$ cat config.mk
export PLATFORM = sky130hd
export DESIGN_NAME = adcrf_regs
export DESIGN_NICKNAME = d
export VERILOG_FILES = /design/src/hdl/adcrf_pkg.sv /design/src/hdl/adcrf_regs.sv /design/src/hdl/adcrf_corrector.sv
export SDC_FILE = /design/constraint.sdc
export NUM_CORES = 2
export LEC_CHECK = 0
export BUFFER_PORTS_ARGS = -buffer_cell sky130_fd_sc_hd__buf_4
export CAP_MARGIN = 20
export CORE_ASPECT_RATIO = 1.4
export CORE_MARGIN = 2
export CORE_UTILIZATION = 50
export DETAILED_ROUTE_END_ITERATION = 8
export PLACE_DENSITY = 0.75
export SYNTH_ARGS = -nofsm -noshare
export SYNTH_HDL_FRONTEND = slang
export SYNTH_SLANG_ARGS = --single-unit
$ cat constraint.sdc
create_clock -name clock -period 6.9 [get_ports clock]
set_clock_uncertainty 0.2 [all_clocks]
set_input_delay 1.035 -clock clock [delete_from_list [all_inputs] [get_ports clock]]
set_output_delay 1.035 -clock clock [all_outputs]
set_load 0.05 [all_outputs]
$ cat src/hdl/adcrf_pkg.sv
// package of register map constants and address-loop helpers for the result and front-end bank
package adcrf_pkg;

    // ------------------------------------------------------------
    // register map
    // ------------------------------------------------------------
    localparam int ADDR_W = 5;
    localparam int CODE_W = 24;
    localparam logic [4:0] ADDR_RESULT_A = 5'h00;
    localparam logic [4:0] ADDR_RESULT_B = 5'h03;
    localparam logic [4:0] ADDR_SNAPSHOT = 5'h06;
    localparam logic [4:0] ADDR_DELAY_HI = 5'h07;
    localparam logic [4:0] ADDR_DELAY_LO = 5'h08;
    localparam logic [4:0] ADDR_SETUP = 5'h09;
    localparam logic [4:0] ADDR_CONFIG_A = 5'h0C;
    localparam logic [4:0] ADDR_CAL_A = 5'h0E;
    localparam logic [4:0] ADDR_CAL_B = 5'h14;
    localparam logic [4:0] ADDR_LAST = 5'h1A;
    localparam logic [4:0] ADDR_STATUS = 5'h0A;

    // ------------------------------------------------------------
    // reset values and field layout
    // ------------------------------------------------------------
    localparam logic [7:0] SNAPSHOT_RESET = 8'h33;
    localparam logic [11:0] DELAY_RESET = 12'h000;
    localparam logic [1:0] BIAS_RESET = 2'h2;
    localparam logic [2:0] AMP_RESET = 3'h0;
    localparam int BIAS_LSB = 6;
    localparam int AMP_B_LSB = 3;
    localparam int AMP_A_LSB = 0;
    localparam int DELAY_HI_W = 4;
    localparam int SCALE_SHIFT = 23;

    // ------------------------------------------------------------
    // address-loop settings
    // ------------------------------------------------------------
    localparam logic [1:0] LOOP_SINGLE = 2'h0;
    localparam logic [1:0] LOOP_GROUP = 2'h1;
    localparam logic [1:0] LOOP_TYPE = 2'h2;
    localparam logic [1:0] LOOP_ALL = 2'h3;

    typedef enum logic [1:0] {
        ADCRF_IDLE = 2'h0,
        ADCRF_READ = 2'h1,
        ADCRF_WRITE = 2'h3
    } adcrf_state_e;

    // first and last address of the group holding p
    function automatic logic [4:0] adcrf_group_first(input logic [4:0] p);
        if (p < ADDR_RESULT_B) return ADDR_RESULT_A;
        else if (p < ADDR_SNAPSHOT) return ADDR_RESULT_B;
        else if (p < ADDR_SETUP) return ADDR_SNAPSHOT;
        else if (p < ADDR_CONFIG_A) return ADDR_SETUP;
        else if (p < ADDR_CAL_A) return ADDR_CONFIG_A;
        else if (p < ADDR_CAL_B) return ADDR_CAL_A;
        else if (p < ADDR_LAST) return ADDR_CAL_B;
        else return ADDR_LAST;
    endfunction

    function automatic logic [4:0] adcrf_group_last(input logic [4:0] p);
        if (p < ADDR_RESULT_B) return ADDR_RESULT_B - 5'h01;
        else if (p < ADDR_SNAPSHOT) return ADDR_SNAPSHOT - 5'h01;
        else if (p < ADDR_SETUP) return ADDR_SETUP - 5'h01;
        else if (p < ADDR_CONFIG_A) return ADDR_CONFIG_A - 5'h01;
        else if (p < ADDR_CAL_A) return ADDR_CAL_A - 5'h01;
        else if (p < ADDR_CAL_B) return ADDR_CAL_B - 5'h01;
        else if (p < ADDR_LAST) return ADDR_LAST - 5'h01;
        else return ADDR_LAST;
    endfunction

    // read pointer step for each address-loop setting
    function automatic logic [4:0] adcrf_next_read(input logic [4:0] p, input logic [1:0] m);
        unique case (m)
            LOOP_SINGLE: return p;
            LOOP_GROUP: return (p == adcrf_group_last(p)) ? adcrf_group_first(p) : p + 5'h01;
            LOOP_TYPE: begin
                if (p < ADDR_SNAPSHOT) return (p == ADDR_SNAPSHOT - 5'h01) ? ADDR_RESULT_A : p + 5'h01;
                else return (p >= ADDR_LAST) ? ADDR_SNAPSHOT : p + 5'h01;
            end
            LOOP_ALL: return (p >= ADDR_LAST) ? ADDR_RESULT_A : p + 5'h01;
        endcase
    endfunction

endpackage

$ cat src/hdl/adcrf_regs.sv
// result and front-end register bank behind the serial register port
`timescale 1ns/1ps
module adcrf_regs #(
    parameter int CODE_W = 24
) (
    input wire logic clock, // system clock, 100 MHz
    input wire logic rst, // asynchronous reset, active high
    input wire logic sample_rate_clock, // one-cycle data-ready event for both channels
    input wire logic [CODE_W-1:0] raw_code_a, // raw conversion result, channel a
    input wire logic [CODE_W-1:0] raw_code_b, // raw conversion result, channel b
    input wire logic comp_valid, // one-cycle pulse: new comparator outputs
    input wire logic [3:0] comparators_a, // modulator comparators, channel a
    input wire logic [3:0] comparators_b, // modulator comparators, channel b
    input wire logic offset_correction_on, // offset correction enable
    input wire logic scale_correction_on, // scale correction enable
    input wire logic [CODE_W-1:0] offset_a, // offset value, channel a
    input wire logic [CODE_W-1:0] offset_b, // offset value, channel b
    input wire logic [CODE_W-1:0] scale_a, // scale fraction, channel a
    input wire logic [CODE_W-1:0] scale_b, // scale fraction, channel b
    input wire logic [1:0] read_loop, // read address-loop setting
    input wire logic write_loop, // write address-loop: 1 increments
    input wire logic xact_start, // one-cycle pulse: transaction begins
    input wire logic xact_read, // with xact_start: 1 read, 0 write
    input wire logic [4:0] xact_addr, // with xact_start: first address
    input wire logic xact_end, // one-cycle pulse: transaction ends
    input wire logic rd_byte, // one-cycle pulse: fetch next byte
    input wire logic wr_byte, // one-cycle pulse: store wr_data
    input wire logic [7:0] wr_data, // byte to store
    output logic [7:0] rd_data, // fetched byte
    output logic rd_valid, // one-cycle pulse: rd_data fresh
    output logic restart, // one-cycle pulse: converter reset and restart
    output logic [11:0] delay_setting, // signed channel a delay, master clock periods
    output logic [1:0] bias_select, // bias current scale
    output logic [2:0] amp_a_select, // amplifier a gain code
    output logic [2:0] amp_b_select // amplifier b gain code
);

    adcrf_pkg::adcrf_state_e state;
    logic [4:0] ptr;
    logic [CODE_W-1:0] result_channel_a;
    logic [CODE_W-1:0] result_channel_b;
    logic [CODE_W-1:0] shadow_a;
    logic [CODE_W-1:0] shadow_b;
    logic [7:0] comparator_snapshot;
    logic [1:0] corr_valid;
    logic [CODE_W-1:0] corr_code [2];
    logic [CODE_W-1:0] raw_code [2];
    logic [CODE_W-1:0] offset_value [2];
    logic [CODE_W-1:0] scale_value [2];
    logic word_start;
    logic [CODE_W-1:0] src_a;
    logic [CODE_W-1:0] src_b;

    assign raw_code[0] = raw_code_a;
    assign raw_code[1] = raw_code_b;
    assign offset_value[0] = offset_a;
    assign offset_value[1] = offset_b;
    assign scale_value[0] = scale_a;
    assign scale_value[1] = scale_b;

    // ------------------------------------------------------------
    // correction stages, one per channel
    // ------------------------------------------------------------
    for (genvar ch = 0; ch < 2; ch++) begin : g_corr
        adcrf_corrector #(.W(CODE_W)) u_corr (
            .clock(clock),
            .rst(rst),
            .load(sample_rate_clock),
            .raw_code(raw_code[ch]),
            .offset_correction_on(offset_correction_on),
            .scale_correction_on(scale_correction_on),
            .offset_value(offset_value[ch]),
            .scale_value(scale_value[ch]),
            .out_valid(corr_valid[ch]),
            .output_code(corr_code[ch])
        );
    end

    // live results: whole 24-bit word replaced at once, never a byte at a time
    always_ff @(posedge clock or posedge rst) begin
        if (rst) begin
            result_channel_a <= '0;
            result_channel_b <= '0;
        end else begin
            if (corr_valid[0]) result_channel_a <= corr_code[0];
            if (corr_valid[1]) result_channel_b <= corr_code[1];
        end
    end

    // ------------------------------------------------------------
    // read shadow
    // ------------------------------------------------------------
    // a fetch at a result word's first byte takes the live word, so a mid-read
    // update lands on the next word but never splits the current one
    assign word_start = (ptr == adcrf_pkg::ADDR_RESULT_A) || (ptr == adcrf_pkg::ADDR_RESULT_B);
    assign src_a = word_start ? result_channel_a : shadow_a;
    assign src_b = word_start ? result_channel_b : shadow_b;

    always_ff @(posedge clock or posedge rst) begin
        if (rst) begin
            shadow_a <= '0;
            shadow_b <= '0;
        end else if (xact_start) begin
            shadow_a <= result_channel_a;
            shadow_b <= result_channel_b;
        end else if (state == adcrf_pkg::ADCRF_READ && rd_byte && word_start) begin
            shadow_a <= result_channel_a;
            shadow_b <= result_channel_b;
        end
    end

    // byte view of the bank; addresses outside it read zero
    function automatic logic [7:0] fetch(input logic [4:0] p, input logic [CODE_W-1:0] a,
                                         input logic [CODE_W-1:0] b);
        unique case (p)
            adcrf_pkg::ADDR_RESULT_A: return a[23:16];
            adcrf_pkg::ADDR_RESULT_A + 5'h01: return a[15:8];
            adcrf_pkg::ADDR_RESULT_A + 5'h02: return a[7:0];
            adcrf_pkg::ADDR_RESULT_B: return b[23:16];
            adcrf_pkg::ADDR_RESULT_B + 5'h01: return b[15:8];
            adcrf_pkg::ADDR_RESULT_B + 5'h02: return b[7:0];
            adcrf_pkg::ADDR_SNAPSHOT: return comparator_snapshot;
            adcrf_pkg::ADDR_DELAY_HI: return {4'h0, delay_setting[11:8]};
            adcrf_pkg::ADDR_DELAY_LO: return delay_setting[7:0];
            adcrf_pkg::ADDR_SETUP: return {bias_select, amp_b_select, amp_a_select};
            default: return 8'h00;
        endcase
    endfunction

    // ------------------------------------------------------------
    // transaction state and address pointer
    // ------------------------------------------------------------
    always_ff @(posedge clock or posedge rst) begin
        if (rst) begin
            state <= adcrf_pkg::ADCRF_IDLE;
            ptr <= '0;
        end else if (xact_start) begin
            state <= xact_read ? adcrf_pkg::ADCRF_READ : adcrf_pkg::ADCRF_WRITE;
            ptr <= xact_addr;
        end else if (xact_end) begin
            state <= adcrf_pkg::ADCRF_IDLE;
        end else begin
            unique case (state)
                adcrf_pkg::ADCRF_IDLE: ptr <= ptr;
                adcrf_pkg::ADCRF_READ: if (rd_byte) ptr <= adcrf_pkg::adcrf_next_read(ptr, read_loop);
                adcrf_pkg::ADCRF_WRITE: begin
                    // write loop wraps within the writable part of the map
                    if (wr_byte && write_loop) ptr <= (ptr >= adcrf_pkg::ADDR_LAST) ?
                        adcrf_pkg::ADDR_SNAPSHOT : ptr + 5'h01;
                end
                default: state <= adcrf_pkg::ADCRF_IDLE;
            endcase
        end
    end

    // read data register
    always_ff @(posedge clock or posedge rst) begin
        if (rst) begin
            rd_data <= 8'h00;
            rd_valid <= 1'b0;
        end else begin
            rd_valid <= (state == adcrf_pkg::ADCRF_READ) && rd_byte;
            if (state == adcrf_pkg::ADCRF_READ && rd_byte) rd_data <= fetch(ptr, src_a, src_b);
        end
    end

    // ------------------------------------------------------------
    // writable settings
    // ------------------------------------------------------------
    // comparator update wins over a host write in the same cycle
    always_ff @(posedge clock or posedge rst) begin
        if (rst) begin
            comparator_snapshot <= adcrf_pkg::SNAPSHOT_RESET;
        end else if (comp_valid) begin
            comparator_snapshot <= {comparators_b, comparators_a};
        end else if (state == adcrf_pkg::ADCRF_WRITE && wr_byte && ptr == adcrf_pkg::ADDR_SNAPSHOT) begin
            comparator_snapshot <= wr_data;
        end
    end

    // delay, bias and gain; result addresses fall through untouched
    always_ff @(posedge clock or posedge rst) begin
        if (rst) begin
            delay_setting <= adcrf_pkg::DELAY_RESET;
            bias_select <= adcrf_pkg::BIAS_RESET;
            amp_b_select <= adcrf_pkg::AMP_RESET;
            amp_a_select <= adcrf_pkg::AMP_RESET;
        end else if (state == adcrf_pkg::ADCRF_WRITE && wr_byte) begin
            if (ptr == adcrf_pkg::ADDR_DELAY_HI) delay_setting[11:8] <= wr_data[adcrf_pkg::DELAY_HI_W-1:0];
            if (ptr == adcrf_pkg::ADDR_DELAY_LO) delay_setting[7:0] <= wr_data;
            if (ptr == adcrf_pkg::ADDR_SETUP) begin
                bias_select <= wr_data[adcrf_pkg::BIAS_LSB +: 2];
                amp_b_select <= wr_data[adcrf_pkg::AMP_B_LSB +: 3];
                amp_a_select <= wr_data[adcrf_pkg::AMP_A_LSB +: 3];
            end
        end
    end

    // restart pulse for a write to either delay byte
    always_ff @(posedge clock or posedge rst) begin
        if (rst) restart <= 1'b0;
        else restart <= (state == adcrf_pkg::ADCRF_WRITE) && wr_byte &&
            (ptr == adcrf_pkg::ADDR_DELAY_HI || ptr == adcrf_pkg::ADDR_DELAY_LO);
    end

endmodule // adcrf_regs

$ cat src/hdl/adcrf_corrector.sv
// one channel's offset and scale correction stage, registered
`timescale 1ns/1ps
module adcrf_corrector #(
    parameter int W = 24
) (
    input wire logic clock, // system clock
    input wire logic rst, // asynchronous reset, active high
    input wire logic load, // one-cycle pulse: new raw code
    input wire logic [W-1:0] raw_code, // raw two's-complement code
    input wire logic offset_correction_on, // add offset before scaling
    input wire logic scale_correction_on, // apply scale fraction
    input wire logic [W-1:0] offset_value, // signed offset
    input wire logic [W-1:0] scale_value, // signed fraction of full scale
    output logic out_valid, // one-cycle pulse: output_code updated
    output logic [W-1:0] output_code // corrected code
);

    localparam logic signed [W+1:0] MAX_CODE = (W+2)'((1 <<< (W-1)) - 1);
    localparam logic signed [W+1:0] MIN_CODE = -(W+2)'(1 <<< (W-1));

    logic signed [W+1:0] shifted;
    logic signed [2*W+1:0] product;
    logic signed [W+1:0] scaled;
    logic signed [W+1:0] next_code;

    // ------------------------------------------------------------
    // arithmetic
    // ------------------------------------------------------------
    // offset adds no latency; both adds and the multiply are combinational, keeping the stage to one cycle
    always_comb begin
        shifted = (W+2)'($signed(raw_code));
        if (offset_correction_on) shifted = shifted + (W+2)'($signed(offset_value));
        product = (2*W+2)'(shifted) * (2*W+2)'($signed(scale_value));
        scaled = shifted + (W+2)'(product >>> adcrf_pkg::SCALE_SHIFT);
        next_code = scale_correction_on ? scaled : shifted;
        // saturate rather than wrap so a large offset cannot flip the sign
        if (next_code > MAX_CODE) next_code = MAX_CODE;
        else if (next_code < MIN_CODE) next_code = MIN_CODE;
    end

    // output register
    always_ff @(posedge clock or posedge rst) begin
        if (rst) begin
            out_valid <= 1'b0;
            output_code <= '0;
        end else begin
            out_valid <= load;
            if (load) output_code <= next_code[W-1:0];
        end
    end

endmodule // adcrf_corrector

# ---- Word level (Yosys, flattened, before mapping)
# Index checks and enable logic that the tools add are counted.
dict set report op_classes {
  magnitude_cmp 12
  n_reduce_logical 19
  mux 51
  addsub 5
  eq_ne 20
  n_mul 2
}
# operator count
set ops {}
lappend ops {{$mux W24} 10}
lappend ops {{$mux W5} 25}
lappend ops {{$mux W26} 4}
lappend ops {{$mul A26 B24 Y49} 2}
lappend ops {{$pmux W8 S10} 1}
lappend ops {{$add A26 B26 Y26} 2}
lappend ops {{$gt A26 B24 Y1 const B} 2}
lappend ops {{$lt A26 B24 Y1 const B} 2}
lappend ops {{$add A24 B24 Y25} 2}
lappend ops {{$eq A5 B3 Y1 const B} 4}
lappend ops {{$mux W8} 2}
lappend ops {{$lt A5 B4 Y1 const B} 3}
lappend ops {{$pmux W5 S3} 1}
lappend ops {{$eq A5 B2 Y1 const B} 2}
lappend ops {{$eq A5 B4 Y1 const B} 2}
lappend ops {{$lt A5 B5 Y1 const B} 2}
lappend ops {{$mux W2} 5}
lappend ops {{$pmux W5 S2} 1}
lappend ops {{$ne A3 B3 Y1 const B} 3}
lappend ops {{$mux W4} 2}
lappend ops {{$eq A2 B2 Y1 const B} 3}
lappend ops {{$logic_and A1 B1 Y1} 6}
lappend ops {{$reduce_and A2 Y1} 3}
lappend ops {{$add A5 B1 Y5 const B} 1}
lappend ops {{other kinds (15)} 19}
dict set report word_totals {
  reg_bits 190
  output_inout_bits 30
  inputBits 179
}

# ---- Depth between registers and ports, before layout
dict set report depth {
  ltp_word 20
  depth_mapped 55
  depth_no_buf 53
}

# ---- By module
# From an unflattened synthesis, not the netlist that was laid out.
dict set report unflattened {
  cells_unflattened 6108
  hier_area_um2 57153.6
}
# module area_per_inst_um2 cells_per_inst instances seq_area_each_um2
set modules_own_cells {}
lappend modules_own_cells {{adcrf_corrector at g_corr[1].u_corr} 25544.5 2823 1 625.6}
lappend modules_own_cells {{adcrf_corrector at g_corr[0].u_corr} 25284.2 2765 1 625.6}
lappend modules_own_cells {adcrf_regs 6324.8 520 1 3134.3}

# ---- Worst setup path before layout
# No wires, ideal clock.
dict set report synth_path {
  kind {input to register}
  from {in raw_code_a[4]}
  to {reg g_corr[0].u_corr.output_code[10]}
  arrival_ps 12254
  path_slack_ps -5678
  cell_stages 51
  path_buffers 2
  cell_sequence {ha_1 > or3_1 > a2bb2oi_1 > a311o_1 > a21oi_1 > o2bb2ai_1 > o21ai_0 > a21oi_1 > xnor2_1 > mux2_2 > clkbuf_1 > nand2_1 > fa_1 > inv_1 > fa_1 > inv_1 > fa_1 > fa_1 > [... 15 more ...] > o41ai_2 > o21bai_1 > a21oi_1 > xnor2_1 > ha_1 > and2_1 > a311o_1 > a21o_1 > a21oi_1 > o21ai_0 > a211oi_2 > a211o_1 > xnor3_1 > o2bb2ai_1 > a221o_2 > buf_6 > o211ai_2 > a21oi_2}
}
dict set report synth_via {
  elab_chain_len 8
  elab_cells_between_ends 9
}
# element line
set synth_rtl {}
lappend synth_rtl {{start: declaration} adcrf_regs.sv:9} ;# input wire logic [CODE_W-1:0] raw_code_a,
lappend synth_rtl {{$add A24 B24 Y25} adcrf_corrector.sv:32} ;# if (offset_correction_on) shifted = shifted + (W+2)'($signed(offset_value));
lappend synth_rtl {{$mux W26 (*)} adcrf_corrector.sv:32}
lappend synth_rtl {{$mul A26 B24 Y49} adcrf_corrector.sv:33} ;# product = (2*W+2)'(shifted) * (2*W+2)'($signed(scale_value));
lappend synth_rtl {{$add A26 B26 Y26} adcrf_corrector.sv:34} ;# scaled = shifted + (W+2)'(product >>> adcrf_pkg::SCALE_SHIFT);
lappend synth_rtl {{$mux W26 (*)} adcrf_corrector.sv:35} ;# next_code = scale_correction_on ? scaled : shifted;
lappend synth_rtl {{$lt A26 B24 Y1} adcrf_corrector.sv:38} ;# else if (next_code < MIN_CODE) next_code = MIN_CODE;
lappend synth_rtl {{$mux W24} adcrf_corrector.sv:38}
lappend synth_rtl {{$mux W24 (*)} adcrf_corrector.sv:37} ;# if (next_code > MAX_CODE) next_code = MAX_CODE;
lappend synth_rtl {{end signal: assignment} adcrf_corrector.sv:48} ;# if (load) output_code <= next_code[W-1:0];
lappend synth_rtl {{end: declaration} adcrf_corrector.sv:15} ;# output logic [W-1:0] output_code
# Mark *: on every way between the ends. The rest lies on a longest branch, timed or not.
# A chain may end at the register's enable or synchronous reset.

# ---- Worst setup path in the final report
dict set report layout_path {
  from {in raw_code_a[0]}
  to {reg g_corr[0].u_corr.output_code[21]}
}
# Same word-level chain as after synthesis.

==> impl_metrics.py <==
metrics = {
    "logic_synthesis": {
        "synth_seq_cells": 174,
        "synth-edff-count": 0,
        "synth.yosys.seq_area_share": 0.0782,
        "syn_inst": 5932,
        "yosys_warnings": 0,
        "syn_avg_cell_area_um2": 9.40,
        "ys_types": 94,
        "synth_ff_type": "dfrtp_1",
        "async_reset_ff_frac": 1.00,
        "netlist.area_leader.share": 0.453,
        "ys_top_cells_by_count": "1319 x inv_1, 1260 x fa_1, 662 x and2_1",
        "synth.cell_area_um2": 55700,
        "synth_area_leaders": "fa_1 45%, inv_1 8.9%, ha_1 8.2%",
        "synth_area_leader_cell": "fa_1",
        "yosysMostFrequentCell": "inv_1",
        "synth_nets": 7737,
    },
    "outcome": {
        "status": "finished with violations",
        "failed_checks": "negative setup slack",
    },
    "place": {
        "place_congestion": 1.05,
        "placed_cells_incl_taps": 8181,
        "dp_slack_ns": -6.31,
        "port_buffers": 208,
        "placedInstanceArea_um2": 65300,
        "dp_hpwl_mm": 144,
    },
    "timing": {
        "min_period_ns": 12.26,
        "setup-violations-final": 48,
        "maxSlewHeadroom": 0.263,
        "drv_slew": 0,
        "setup_slack_ns": -5.36,
        "period_share": 1.78,
        "rsz0062_at_grt": "yes",
        "tns_ns": -249.77,
        "fmax_mhz": 81.5,
        "hold_viol_final": 0,
        "tightest_slew_ns": 1.11,
    },
    "clock_network": {
        "insertion_delay_ns": 0.44,
        "cts-root-buf": "clkbuf_16",
        "cts_tree": "built",
        "cts_buffers": 17,
        "clock_sinks": 174,
        "holdBufCountCts": 0,
        "htree_levels": 4,
        "path_clk_slew_ns": 0.07,
        "clk_path_buf_depth": 2,
    },
    "routing": {
        "via_per_inst": 5.47,
        "drt_wl_total_mm": 172,
        "detailedRoute.firstPassIterationCount": 6,
        "ant_nets": 0,
        "drt-initial-drc-count": 2919,
        "wire_per_inst_um": 20.7,
        "drc": 0,
        "vias": 45415,
    },
    "floorplanning": {
        "die_w_um": 286,
        "initial_core_util": 0.505,
        "die_h_um": 399,
        "rows": 144,
        "dieArea_um2": 114000,
        "core-area_um2": 110000,
        "io_pins": 209,
    },
    "setup_path": {
        "path_max_fanout": 7,
        "start_kind": "input port",
        "slowest_stage": "fa_1",
        "slowest_delay_ns": 0.58,
        "crit_arrival_ns": 12.35,
        "worstPathRequired_ns": 6.98,
        "endpoint_kind": "flop",
        "cp_common_cell": "fa_1",
        "path_class": "in2reg",
        "r2r_setup_slack_ns": 3.41,
    },
    "cells_and_area": {
        "layout.nets": 8631,
        "fin_cells": 8304,
        "syn2layout_area_growth_pct": 22.3,
        "drive_gt1_frac": 0.246,
        "fin_area_um2": 68200,
    },
    "global_routing": {
        "overflow": 0,
        "grt_pass1_vias": 50359,
        "antenna_found_initial": 8,
        "grt_util_all_layers": 0.306,
        "grt_max_degree": 94,
        "grt_first_pass_wirelength_mm": 269,
    },
    "flow_run": {
        "drv_cap": 0,
    },
    "min_path": {
        "hold_path_class": "reg2reg",
    },
}
[cells in the final DEF, fill, tap and decap left out, drive strengths merged, types with 21 or more instances in the layout]
master	netlist	layout
a21o	71	72
a21oi	159	159
a22oi	35	35
and2	663	663
buf	23	1134
dfrtp	169	169
fa	1260	1260
ha	366	366
inv	1322	1331
mux2	136	138
mux2i	21	21
nand2	609	609
nand2b	28	28
nand3	44	44
nor2	182	182
nor3	30	30
o211ai	26	26
o21a	22	22
o21ai	92	92
xnor2	111	111
xor2	47	47
[per-stage QoR]
step	utilization	hold slack (ns)
finish	0.618	0.289
global route	0.618	0.293
CTS	0.610	0.288
detailed placement	0.592	0.270
global placement	0.592	0.263
floorplan	-	0.270
[sequential cells by signal (all words and copies together) (netlist names)]
name and flops:
amp_a_select 3, rd_data 8, restart 1, shadow_b 16, shadow_a 16, state 2
amp_b_select 3, g_corr.u_corr.output_code 48, delay_setting 12, comparator_snapshot 8, result_channel_a 24, g_corr.u_corr.out_valid 1
rd_valid 1, ptr 5, result_channel_b 24, bias_select 2
[layer usage]
metal	GRT usage	share of wire	vias up
li1	-	-	19716
met1	0.339	0.34	23177
met2	0.536	0.51	1813
met3	0.0408	0.061	703
met4	0.227	0.093	6
met5	0	0.00024	-
[final timing paths]
check                                  startpoint  cells past startpoint                                      endpoint
min in group asynchronous                     rst                      2                            ptr[1]$_DFFE_PP0P_
min                        rd_data[1]$_DFFE_PP0P_                      1                        rd_data[1]$_DFFE_PP0P_
max reg2reg                    ptr[1]$_DFFE_PP0P_                      9                        rd_data[7]$_DFFE_PP0P_
max in group asynchronous                     rst                      4               result_channel_a[3]$_DFFE_PP0P_
min reg2reg                rd_data[1]$_DFFE_PP0P_                      1                        rd_data[1]$_DFFE_PP0P_
max                                 raw_code_a[0]                     48  g_corr[0].u_corr.output_code[21]$_DFFE_PP0P_
[logic make-up (layout without fill, tap and decap cells)]
group,after synthesis,after routing,share of synthesized area
xor+xnor,159,159,0.0252
fa+ha+maj,1627,1627,0.535
flops,174,174,0.0782
buf+inv,1586,2490,0.108
mux,157,159,0.0314
other cells,0,5,0
compound gates,582,583,0.0743
simple gates,1647,1647,0.148
[repair_timing]
item / 4_1_cts / 5_1_grt
cloned: 6 / 2
gates resized for setup: 206 / 154
setup endpoints to repair: 48 / 48
pin swaps: 209 / 149
buffers inserted: 60 / 23
[area by class of cell]
type,count,area [um^2]
clock buffer,17,425
clock inverter,15,146
fill,8861,42100
inverter,1322,4970
tap,1460,1830
sequential,174,4360
multi-input combinational,4175,47200
timing repair buffer,1136,9230
antenna,5,12.5
[critical path, delay by kind of cell]
kind            cells  cell delay, ns
compound gates     23            5.00
fa+ha+maj          11            4.23
simple gates        4            0.43
mux                 1            0.38
buf+inv             6            0.65
xor+xnor            3            0.63
Power is left out: the tool's default activity adds up to more than one toggle a clock period on the data nets, which glitch-free logic cannot reach.
